`config.mk`:
```
export PLATFORM = sky130hd
export DESIGN_NAME = reset_sequencer
export DESIGN_NICKNAME = d
export VERILOG_FILES = /design/src/rtl/reset_sequencer.v /design/src/rtl/pin_sync.v /design/src/rtl/boot_cfg_latch.v
export VERILOG_INCLUDE_DIRS = /design/src /design/src/rtl
export SDC_FILE = /design/constraint.sdc
export NUM_CORES = 1
export LEC_CHECK = 0
export BUFFER_PORTS_ARGS = -buffer_cell sky130_fd_sc_hd__buf_2
export CORE_UTILIZATION = 55
export DETAILED_ROUTE_END_ITERATION = 8
export PLACE_DENSITY_LB_ADDON = 0.3
export SLEW_MARGIN = 15
export SYNTH_ARGS = -nofsm -noshare
export SYNTH_HDL_FRONTEND = slang
export SYNTH_SLANG_ARGS = --single-unit
```
`constraint.sdc`:
```
create_clock -name CORE_CLK_I -period 5.75 [get_ports CORE_CLK_I]
set_clock_uncertainty 0.2 [all_clocks]
set_input_delay 0.8625 -clock CORE_CLK_I [delete_from_list [all_inputs] [get_ports CORE_CLK_I]]
set_output_delay 0.8625 -clock CORE_CLK_I [all_outputs]
set_load 0.02 [all_outputs]
```
`src/rtl/reset_seq_defs.vh`:
```
// Purpose : Constants for the reset sequencer and its helpers.
// Assumes : Core clock is the CPU clock; one period is two half-clock units.
// Notes   : Times in half-clock units; cycles derive from them, except PIN_LAT_CYC, given in cycles.
`ifndef RESET_SEQ_DEFS_VH
`define RESET_SEQ_DEFS_VH

// ==========================================================
// Timing in half-clock units and derived cycle counts
// ==========================================================
`define TCL_PER_CLK     11'd2
`define DETECT_TCL      11'd4
`define SYNC_TCL        11'd12
`define SEQ_TCL         11'd1024
`define LATCH_TCL       11'd8
`define LATCH_BYP_TCL   11'd6
`define LONG_TCL        11'd1040
`define SHORT_MAX_TCL   11'd1038
`define DETECT_CYC      (`DETECT_TCL / `TCL_PER_CLK)
`define SYNC_CYC        (`SYNC_TCL / `TCL_PER_CLK)
`define SEQ_CYC         (`SEQ_TCL / `TCL_PER_CLK)
`define LATCH_CYC       (`LATCH_TCL / `TCL_PER_CLK)
`define LATCH_BYP_CYC   (`LATCH_BYP_TCL / `TCL_PER_CLK)
// Sync plus filter take four edges; one more before sampling
`define PIN_LAT_CYC     11'd5

// ==========================================================
// Fields, kinds and reset values
// ==========================================================
`define BIDIR_BIT       3
`define KIND_LONG       2'd0
`define KIND_SHORT      2'd1
`define KIND_SOFT       2'd2
`define CFG_MASK_LONG   16'hffff
`define CFG_MASK_SHORT  16'h1fff
`define CFG_MASK_SOFT   16'h1fc0
`define CFG_CLR_SOFT    16'h003c
`define CFG_RST         16'h0000
`define CFG_PIN_RST     16'hffff
`define START_ADDR      24'h000000
`define PIN_RST         3'b100

`endif

```
`src/rtl/reset_sequencer.v`:
```
// Purpose : Sorts reset requests and runs the internal reset sequence.
// Assumes : 10 MHz core clock, the CPU clock; pins are asynchronous.
// Notes   : All durations come from one counter in core clock cycles.
// Notes on behaviour
// - long reset start enters default state at once
// - reset input low beyond 1040 half-clocks is a long hardware reset
// - power-down pin low during pulse means async, high means sync
// - power-down low while reset low cancels pull-down, ends async
// - reset input low two clocks is detected; then tristate, output low
// - within 12 half-clocks cancel holds and abort external cycle
// - bidirectional enable pulls input low in sequence; cleared every reset
// - sequence lasts 1024 half-clocks, then release and sample input
// - on exit, power-down level picks async or sync completion
// - latch config 8 half-clocks after rise, 6 when bypassed; idle strobes
// - execution starts from address zero in segment zero
// - pulse up to 1038 half-clocks with pin high is short reset
// - input still low at sequence end extends into long reset
// - software reset starts the sequence like a short reset
// - soft resets latch config bits 12..6 and clear 5..2
// - watchdog overflow triggers the reset sequence
// - watchdog finishes or aborts running bus cycle by ready
// - async reset acts combinationally, no clock needed
// - reset output stays low until end of initialisation
`timescale 1ns/100ps
`include "reset_seq_defs.vh"
module reset_sequencer (
    input  wire        CORE_CLK_I,        // Core clock, 10 MHz
    input  wire        RST_N_I,           // Power-on reset, active low
    input  wire        RESET_IN_N_I,      // Reset input pin level
    input  wire        POWERDOWN_LEVEL_I, // Power-down pin threshold
    input  wire        READY_N_I,         // Bus ready pin, active low
    input  wire [15:0] BOOT_CONFIG_I,     // Config port pin levels
    input  wire        SW_RESET_I,        // Software reset executed
    input  wire        WDT_OVERFLOW_I,    // Watchdog overflow pulse
    input  wire        END_INIT_I,        // End of init executed
    input  wire        SYSCFG_WR_I,       // Config register write
    input  wire [15:0] SYSCFG_DATA_I,     // Config register data
    input  wire        BUS_ACTIVE_I,      // External cycle running
    input  wire        BUS_USES_READY_I,  // Cycle samples ready
    input  wire        BUS_WAITS_DONE_I,  // Wait states elapsed
    input  wire        PLL_BYPASS_I,      // PLL bypassed, prescaler on
    output reg         RESET_OUT_N_O,     // Reset output pin
    output reg         RESET_IN_N_O,      // Reset pin drive value
    output reg         RESET_IN_N_OE_O,   // Reset pin pull-down enable
    output reg         BUS_TRISTATE_O,    // Bus and I/O drivers off
    output reg         CFG_PULLUP_O,      // Config port pulled high
    output reg         HOLD_CANCEL_O,     // Cancel hold states pulse
    output reg         BUS_ABORT_O,       // Abort external cycle pulse
    output reg         STROBE_IDLE_O,     // Fetch strobes inactive
    output reg         CPU_START_O,       // Start execution pulse
    output reg  [23:0] START_ADDR_O,      // First fetch address
    output wire [15:0] BOOT_CFG_O,        // Latched configuration
    output reg  [1:0]  RESET_KIND_O,      // Kind of last reset
    output reg         ASYNC_MODE_O,      // Reset handled async
    output reg         BIDIR_ENABLE_O     // Bidirectional reset bit
);

    // ==========================================================
    // States and storage
    // ==========================================================
    localparam [7:0] S_RUN   = 8'h01;
    localparam [7:0] S_DET   = 8'h02;
    localparam [7:0] S_SYNC  = 8'h04;
    localparam [7:0] S_SEQ   = 8'h08;
    localparam [7:0] S_REL   = 8'h10;
    localparam [7:0] S_EXT   = 8'h20;
    localparam [7:0] S_LATCH = 8'h40;
    localparam [7:0] S_WDW   = 8'h80;

    reg  [7:0]  state;
    reg  [7:0]  next_state;
    reg  [10:0] cnt;
    reg  [10:0] next_cnt;
    reg  [1:0]  kind;
    reg  [1:0]  next_kind;
    reg         async_mode;
    reg         next_async;
    reg         bidir;
    reg         next_bidir;
    reg         init_pending;
    reg         next_init;
    reg         next_cancel;
    reg         next_abort;
    reg         next_load;
    reg  [10:0] latch_lim;
    wire        rin_n;
    wire        pd_level;
    wire        ready_n;
    wire [15:0] cfg_pins;
    wire        rst_core_n;
    wire        in_reset;

    // ==========================================================
    // Asynchronous reset path
    // ==========================================================
    // combinational async reset
    // Pin and power-down low reset all state without a clock,
    // so power-on works before the clock runs.
    assign rst_core_n = RST_N_I & (RESET_IN_N_I | POWERDOWN_LEVEL_I);

    // ==========================================================
    // Pin synchronisers
    // ==========================================================
    // synchronised ready, power-down and reset pin levels
    pin_sync #(
        .W    (3),
        .INIT (`PIN_RST)
    ) u_ctl_sync (
        .clk_i   (CORE_CLK_I),
        .rst_n_i (rst_core_n),
        .pin_i   ({READY_N_I, POWERDOWN_LEVEL_I, RESET_IN_N_I}),
        .level_o ({ready_n, pd_level, rin_n})
    );

    // Config port is static in reset; skew harmless
    pin_sync #(
        .W    (16),
        .INIT (`CFG_PIN_RST)
    ) u_cfg_sync (
        .clk_i   (CORE_CLK_I),
        .rst_n_i (rst_core_n),
        .pin_i   (BOOT_CONFIG_I),
        .level_o (cfg_pins)
    );

    // ==========================================================
    // Configuration latch
    // ==========================================================
    boot_cfg_latch u_cfg (
        .clk_i   (CORE_CLK_I),
        .rst_n_i (rst_core_n),
        .load_i  (next_load),
        .kind_i  (kind),
        .data_i  (cfg_pins),
        .cfg_o   (BOOT_CFG_O)
    );

    assign in_reset = (state != S_RUN) && (state != S_WDW);

    // ==========================================================
    // Sequencer next-state logic
    // ==========================================================
    // Latch delay after the rising edge depends on the clock mode
    always @* begin
        latch_lim = PLL_BYPASS_I ? `LATCH_BYP_CYC : `LATCH_CYC;
    end

    always @* begin
        next_state  = state;
        next_cnt    = cnt + 11'd1;
        next_kind   = kind;
        next_async  = async_mode;
        next_bidir  = bidir;
        next_init   = init_pending;
        next_cancel = 1'b0;
        next_abort  = 1'b0;
        next_load   = 1'b0;
        case (state)
            S_RUN: begin
                next_cnt = 11'd0;
                if (!rin_n) begin
                    next_state = S_DET;
                end else if (SW_RESET_I) begin
                    next_state  = S_SEQ;
                    next_kind   = `KIND_SOFT;
                    next_async  = 1'b0;
                    next_cancel = 1'b1;
                    next_abort  = 1'b1;
                end else if (WDT_OVERFLOW_I) begin
                    next_state  = S_WDW;
                    next_kind   = `KIND_SOFT;
                    next_async  = 1'b0;
                    next_cancel = 1'b1;
                end
                if (END_INIT_I) begin
                    next_init = 1'b0;
                end
                if (SYSCFG_WR_I && init_pending) begin
                    next_bidir = SYSCFG_DATA_I[`BIDIR_BIT];
                end
            end
            S_WDW: begin
                if (!rin_n) begin
                    next_state = S_DET;
                    next_cnt   = 11'd0;
                end else if (!BUS_ACTIVE_I) begin
                    next_state  = S_SEQ;
                    next_cnt    = 11'd0;
                    next_cancel = 1'b1;
                end else if (BUS_USES_READY_I && BUS_WAITS_DONE_I &&
                             ready_n) begin
                    next_state  = S_SEQ;
                    next_cnt    = 11'd0;
                    next_cancel = 1'b1;
                    next_abort = 1'b1;
                end
            end
            S_DET: begin
                if (rin_n) begin
                    next_state = S_RUN;
                end else if (cnt == `DETECT_CYC - 11'd2) begin
                    next_state  = S_SYNC;
                    next_cnt    = 11'd0;
                    next_kind   = `KIND_SHORT;
                    next_async  = ~pd_level;
                    next_cancel = 1'b1;
                    next_abort  = 1'b1;
                end
            end
            S_SYNC: begin
                if (cnt == `SYNC_CYC - 11'd1) begin
                    next_state = S_SEQ;
                    next_cnt   = 11'd0;
                end
            end
            S_SEQ: begin
                if (cnt == `SEQ_CYC - 11'd1) begin
                    next_state = S_REL;
                    next_cnt   = 11'd0;
                    next_bidir = 1'b0;
                end
            end
            S_REL: begin
                // Own pull-down must drain through the synchroniser first
                if (cnt == `PIN_LAT_CYC - 11'd1) begin
                    next_cnt = 11'd0;
                    if (!rin_n) begin
                        next_state = S_EXT;
                        next_kind  = `KIND_LONG;
                    end else begin
                        next_state = S_LATCH;
                        next_async = ~pd_level;
                    end
                end
            end
            S_EXT: begin
                next_cnt = 11'd0;
                if (rin_n) begin
                    next_state = S_LATCH;
                    next_async = ~pd_level;
                end
            end
            S_LATCH: begin
                if (cnt == latch_lim - 11'd1) begin
                    next_state = S_RUN;
                    next_cnt   = 11'd0;
                    next_load  = 1'b1;
                end
            end
            default: begin
                next_state = S_SEQ;
                next_cnt   = 11'd0;
            end
        endcase
        if ((next_state != S_RUN) && (state != S_RUN) && !rin_n &&
            !pd_level) begin
            next_async = 1'b1;
            next_bidir = 1'b0;
        end
        // hold reset output until init ends
        if (next_state != S_RUN && next_state != S_WDW) begin
            next_init = 1'b1;
        end
    end

    // ==========================================================
    // State registers
    // ==========================================================
    // reset default state
    // Long async reset values, imposed at once
    always @(posedge CORE_CLK_I or negedge rst_core_n) begin
        if (!rst_core_n) begin
            state        <= S_SEQ;
            cnt          <= 11'd0;
            kind         <= `KIND_LONG;
            async_mode   <= 1'b1;
            bidir        <= 1'b0;
            init_pending <= 1'b1;
        end else begin
            state        <= next_state;
            cnt          <= next_cnt;
            kind         <= next_kind;
            async_mode   <= next_async;
            bidir        <= next_bidir;
            init_pending <= next_init;
        end
    end

    // ==========================================================
    // Registered outputs
    // ==========================================================
    // Outputs follow the next state
    always @(posedge CORE_CLK_I or negedge rst_core_n) begin
        if (!rst_core_n) begin
            RESET_OUT_N_O   <= 1'b0;
            RESET_IN_N_O    <= 1'b0;
            RESET_IN_N_OE_O <= 1'b0;
            BUS_TRISTATE_O  <= 1'b1;
            CFG_PULLUP_O    <= 1'b1;
            HOLD_CANCEL_O   <= 1'b1;
            BUS_ABORT_O     <= 1'b1;
            STROBE_IDLE_O   <= 1'b0;
            CPU_START_O     <= 1'b0;
            START_ADDR_O    <= `START_ADDR;
            RESET_KIND_O    <= `KIND_LONG;
            ASYNC_MODE_O    <= 1'b1;
            BIDIR_ENABLE_O  <= 1'b0;
        end else begin
            RESET_OUT_N_O   <= (next_state == S_RUN) && !next_init;
            RESET_IN_N_O    <= 1'b0;
            RESET_IN_N_OE_O <= (next_state == S_SEQ) && next_bidir;
            BUS_TRISTATE_O  <= (next_state != S_RUN) &&
                               (next_state != S_DET) &&
                               (next_state != S_WDW) &&
                               (next_state != S_LATCH);
            CFG_PULLUP_O    <= (next_state != S_RUN) &&
                               (next_state != S_DET) &&
                               (next_state != S_WDW);
            HOLD_CANCEL_O   <= next_cancel;
            BUS_ABORT_O     <= next_abort;
            STROBE_IDLE_O   <= (next_state == S_LATCH);
            CPU_START_O     <= next_load;
            START_ADDR_O    <= `START_ADDR;
            RESET_KIND_O    <= next_kind;
            ASYNC_MODE_O    <= next_async;
            BIDIR_ENABLE_O  <= next_bidir;
        end
    end

    // Reset-state decode, spare
    wire unused_in_reset;
    assign unused_in_reset = in_reset;

endmodule // reset_sequencer

```
`src/rtl/pin_sync.v`:
```
// Purpose : Three-stage synchroniser with agreement filter per pin.
// Assumes : Pins are asynchronous to the core clock.
// Notes   : A change counts only when stages two and three agree.
`timescale 1ns/100ps
module pin_sync #(
    parameter         W    = 1,
    parameter [W-1:0] INIT = {W{1'b0}}
) (
    input  wire         clk_i,   // Core clock
    input  wire         rst_n_i, // Async reset, active low
    input  wire [W-1:0] pin_i,   // Raw pin levels
    output reg  [W-1:0] level_o  // Filtered levels
);

    reg [W-1:0] s1;
    reg [W-1:0] s2;
    reg [W-1:0] s3;

    // ==========================================================
    // Stages and filter, one per pin
    // ==========================================================
    genvar g;
    generate
        for (g = 0; g < W; g = g + 1) begin : g_bit
            // Stage one feeds only stage two
            always @(posedge clk_i or negedge rst_n_i) begin
                if (!rst_n_i) begin
                    s1[g]      <= INIT[g];
                    s2[g]      <= INIT[g];
                    s3[g]      <= INIT[g];
                    level_o[g] <= INIT[g];
                end else begin
                    s1[g] <= pin_i[g];
                    s2[g] <= s1[g];
                    s3[g] <= s2[g];
                    if (s2[g] == s3[g]) begin
                        level_o[g] <= s3[g];
                    end
                end
            end
        end
    endgenerate

endmodule // pin_sync

```
`src/rtl/boot_cfg_latch.v`:
```
// Purpose : Holds the boot configuration taken from the config port.
// Assumes : Load is a one-cycle pulse from the sequencer.
// Notes   : Bits taken depend on reset kind.
`timescale 1ns/100ps
`include "reset_seq_defs.vh"
module boot_cfg_latch (
    input  wire        clk_i,   // Core clock
    input  wire        rst_n_i, // Async reset, active low
    input  wire        load_i,  // Latch pulse
    input  wire [1:0]  kind_i,  // Reset kind
    input  wire [15:0] data_i,  // Synchronised port levels
    output reg  [15:0] cfg_o    // Latched configuration
);

    // ==========================================================
    // Masked latch
    // ==========================================================
    // partial soft latch
    always @(posedge clk_i or negedge rst_n_i) begin
        if (!rst_n_i) begin
            cfg_o <= `CFG_RST;
        end else if (load_i) begin
            case (kind_i)
                `KIND_LONG: begin
                    cfg_o <= data_i & `CFG_MASK_LONG;
                end
                `KIND_SHORT: begin
                    cfg_o <= (cfg_o & ~`CFG_MASK_SHORT) |
                             (data_i & `CFG_MASK_SHORT);
                end
                default: begin
                    cfg_o <= ((cfg_o & ~`CFG_MASK_SOFT) |
                              (data_i & `CFG_MASK_SOFT)) & ~`CFG_CLR_SOFT;
                end
            endcase
        end
    end

endmodule // boot_cfg_latch

```
==> metrics.txt <==
filler instances=636; Pwr Total=2270 µW; Post-Syn Instances=384; vias in the first global route=3120; die area=9400 µm²; # port buffers=57; Area after DPL=5260 µm²; RSZ-0062 raised after global routing=no; max-cap viol count=0; FMAX=371 MHz; commonest cells after routing, fill and taps aside=75 x dfstp_2, 57 x buf_2, 49 x dfrtp_1; post-CTS sizing=0; Post-synth ARST share=1.00; fin crit share=0.469; Ports=98; FF-to-FF Start=cnt[4]$_DFF_PN0_; largest net degree at the start of global routing=70; power per cell area=386 nW/µm²; Slowest Stage Delay on Critical Path=0.54 ns; TritonCTS clock tree=built; CP Launch Type=register; Slew HR=0.387; worst path cell trace=nor4_4, nand4_1, or2_1, nor2_1, mux2_2; synthesized flop and latch total=124; grt ovf=0; Worst Path Arrival=2.89 ns; Std-Cell Rows=34; vias per cell=5.40; P&R area growth vs syn=18.4%; Clk Latency, worst-skew pair=0.50 ns; DRT iter0 DRCs=130; drt wl/cell=16.9 µm; die span in x=97.0 µm; Antenna Nets Post-Route=0; Critical Path End Type=register; prevailing post-synth register cell=dfstp_2; # hold bufs at CTS=0; # nets final=500; drt total wl=9680 µm; slowest CP cell=or2_1; share of cells above drive strength 1=0.394; # H-tree levels=4; Starting Density=0.569; min cycle time layout=2.70 ns; gr usage total=0.221; Max FO, Critical Path=18; Hold Vio Cnt, Final=0; fin cells=573; initial antenna violation count=0; Design Area, Final=5870 µm²; GP Congestion=0.924; Critical Path Source=cnt[4]$_DFF_PN0_; placed cell count=541; # DRC=0; most common cell after layout, fill and taps aside=dfstp_2; first-pass GRT wire length=16000 µm; die height=97.0 µm; Setup CP Type=reg2reg; clk sinks=124; clk slew on worst S/H paths=0.06 ns; grt met2 use=0.362; CP Data Required Time=5.94 ns; Hold WC Path Type=reg2reg; Pleak=0.00270 µW; core area=8720 µm²; HPWL after detailed placement=6130 µm; syn_area_per_cell=12.9 µm²; fin. max-slew vios=0; Post-CTS Setup Repair Bufs=0; CTS buffer count=17; total iterations of the first detailed-routing run=5; Setup Viol. Count Final=0; R2R setup slack=3.05 ns; Mapped Area=4960 µm²; Synthesis Warnings=0; measured slew at the worst slew-check pin=0.919 ns; status=completed; number of synthesized flops with an enable pin=0; root buf cell=clkbuf_8; grt met3 use=0.0513; clock buffer depth=2; reg2reg path depth=5; post-synthesis cell type count=55; via count=3093; worst vdd ir=0.209 mV; Place WS=2.61 ns; diode count=0; PnR worst setup slack=3.05 ns; Most Crowded Layer GR=met2; GRT met1 Usage=0.288; register area share after synthesis=0.645; setup TNS=0 ns
==> state kept, by name, summed over array words and instances, names as in the netlist, 8 cells and up, named ones only <==
signal / flops
u_cfg_sync.s2: 16
u_cfg_sync.s3: 16
state: 8
u_cfg_sync.level_o: 16
u_cfg_sync.s1: 16
cnt: 11
u_cfg.cfg_o: 11
==> cells by family (layout without fill, tap and decap cells) <==
kind of cell / after synthesis / count (layout) / synth area share
muxes: 8 / 8 / 0.0179
buffers and inverters: 40 / 97 / 0.0515
DFF: 124 / 124 / 0.645
AOI/OAI and AO/OA: 45 / 45 / 0.0689
xor gates and xnor gates: 12 / 12 / 0.0212
adders and majority gates: 22 / 22 / 0.0459
and+or+nand+nor: 132 / 132 / 0.149
other: 1 / 25 / 0.000756
==> final cells by class <==
| type | instances | area, µm² | share of cell area |
|---|---|---|---|
| well taps | 108 | 135 | 0.0230 |
| flip-flops and latches | 124 | 3200 | 0.545 |
| multi-input cells | 244 | 1610 | 0.273 |
| inverters | 6 | 22.5 | 0.00384 |
| repair buffers | 59 | 300 | 0.0512 |
| clock buffers | 18 | 439 | 0.0748 |
| clock inverters | 14 | 171 | 0.0292 |
==> cells in the mapped netlist, drive strengths merged, types with 3 or more instances <==
| master | instances | area share |
|---|---|---|
| nor2 | 24 | 0.018 |
| xnor2 | 4 | 0.0071 |
| mux2 | 7 | 0.016 |
| and3 | 6 | 0.0076 |
| o21ai | 11 | 0.011 |
| and2 | 8 | 0.010 |
| nand4b | 4 | 0.0071 |
| and4 | 4 | 0.0071 |
| dfrtp | 49 | 0.25 |
| maj3 | 19 | 0.038 |
| a21oi | 4 | 0.0040 |
| nor3 | 5 | 0.0073 |
| and4b | 4 | 0.0081 |
| ha | 3 | 0.0076 |
| a211oi | 4 | 0.0061 |
| nand4 | 7 | 0.0088 |
| nor4b | 4 | 0.0083 |
| nor2b | 6 | 0.0076 |
| xor2 | 8 | 0.014 |
| nand2 | 40 | 0.030 |
| dfstp | 75 | 0.40 |
| nor4 | 5 | 0.012 |
| nand2b | 4 | 0.0050 |
| a21o | 4 | 0.0061 |
| nand3 | 9 | 0.0091 |
| buf | 32 | 0.045 |
| inv | 6 | 0.0045 |
==> worst min path at each step <==
stage,from,end,slack [ns],cells past startpoint
after floorplan,u_ctl_sync.s1[0]$_DFF_PN0_,u_ctl_sync.s2[0]$_DFF_PN0_,0.13,0
after global placement,u_cfg_sync.s1[8]$_DFF_PN1_,u_cfg_sync.s2[8]$_DFF_PN1_,0.15,0
after detailed placement,u_ctl_sync.s1[0]$_DFF_PN0_,u_ctl_sync.s2[0]$_DFF_PN0_,0.15,0
after CTS,u_cfg_sync.s1[13]$_DFF_PN1_,u_cfg_sync.s2[13]$_DFF_PN1_,0.15,0
after global routing,u_cfg_sync.s1[13]$_DFF_PN1_,u_cfg_sync.s2[13]$_DFF_PN1_,0.16,0
final,u_cfg_sync.s1[13]$_DFF_PN1_,u_cfg_sync.s2[13]$_DFF_PN1_,0.15,0
==> power by group <==
part           switching (µW)  leakage [µW]  internal (µW)  total, µW
Combinational             108      0.000958           68.6        177
Clock                     423      0.000304            661       1080
Sequential               53.2       0.00144            951       1000
Total                     585       0.00270           1680       2270
==> routing by layer <==
metal | wire length [µm] | up-vias
met5 | 0 | -
met4 | 165 | 0
met2 | 4780 | 120
li1 | - | 1444
met1 | 4260 | 1516
met3 | 469 | 13
==> stage by stage <==
step | util | hold WS, ns
after floorplan | - | 0.131
after global placement | 0.603 | 0.145
after detailed placement | 0.603 | 0.147
after CTS | 0.673 | 0.151
after global routing | 0.673 | 0.158
final | 0.673 | 0.150
==> worst max-delay path, delay by kind of cell (launching register included) <==
family / cells / cell delay [ns]
and+or+nand+nor: 4 / 1.55
DFF: 1 / 0.46
muxes: 1 / 0.37
Power figures use the tool's default switching activity.
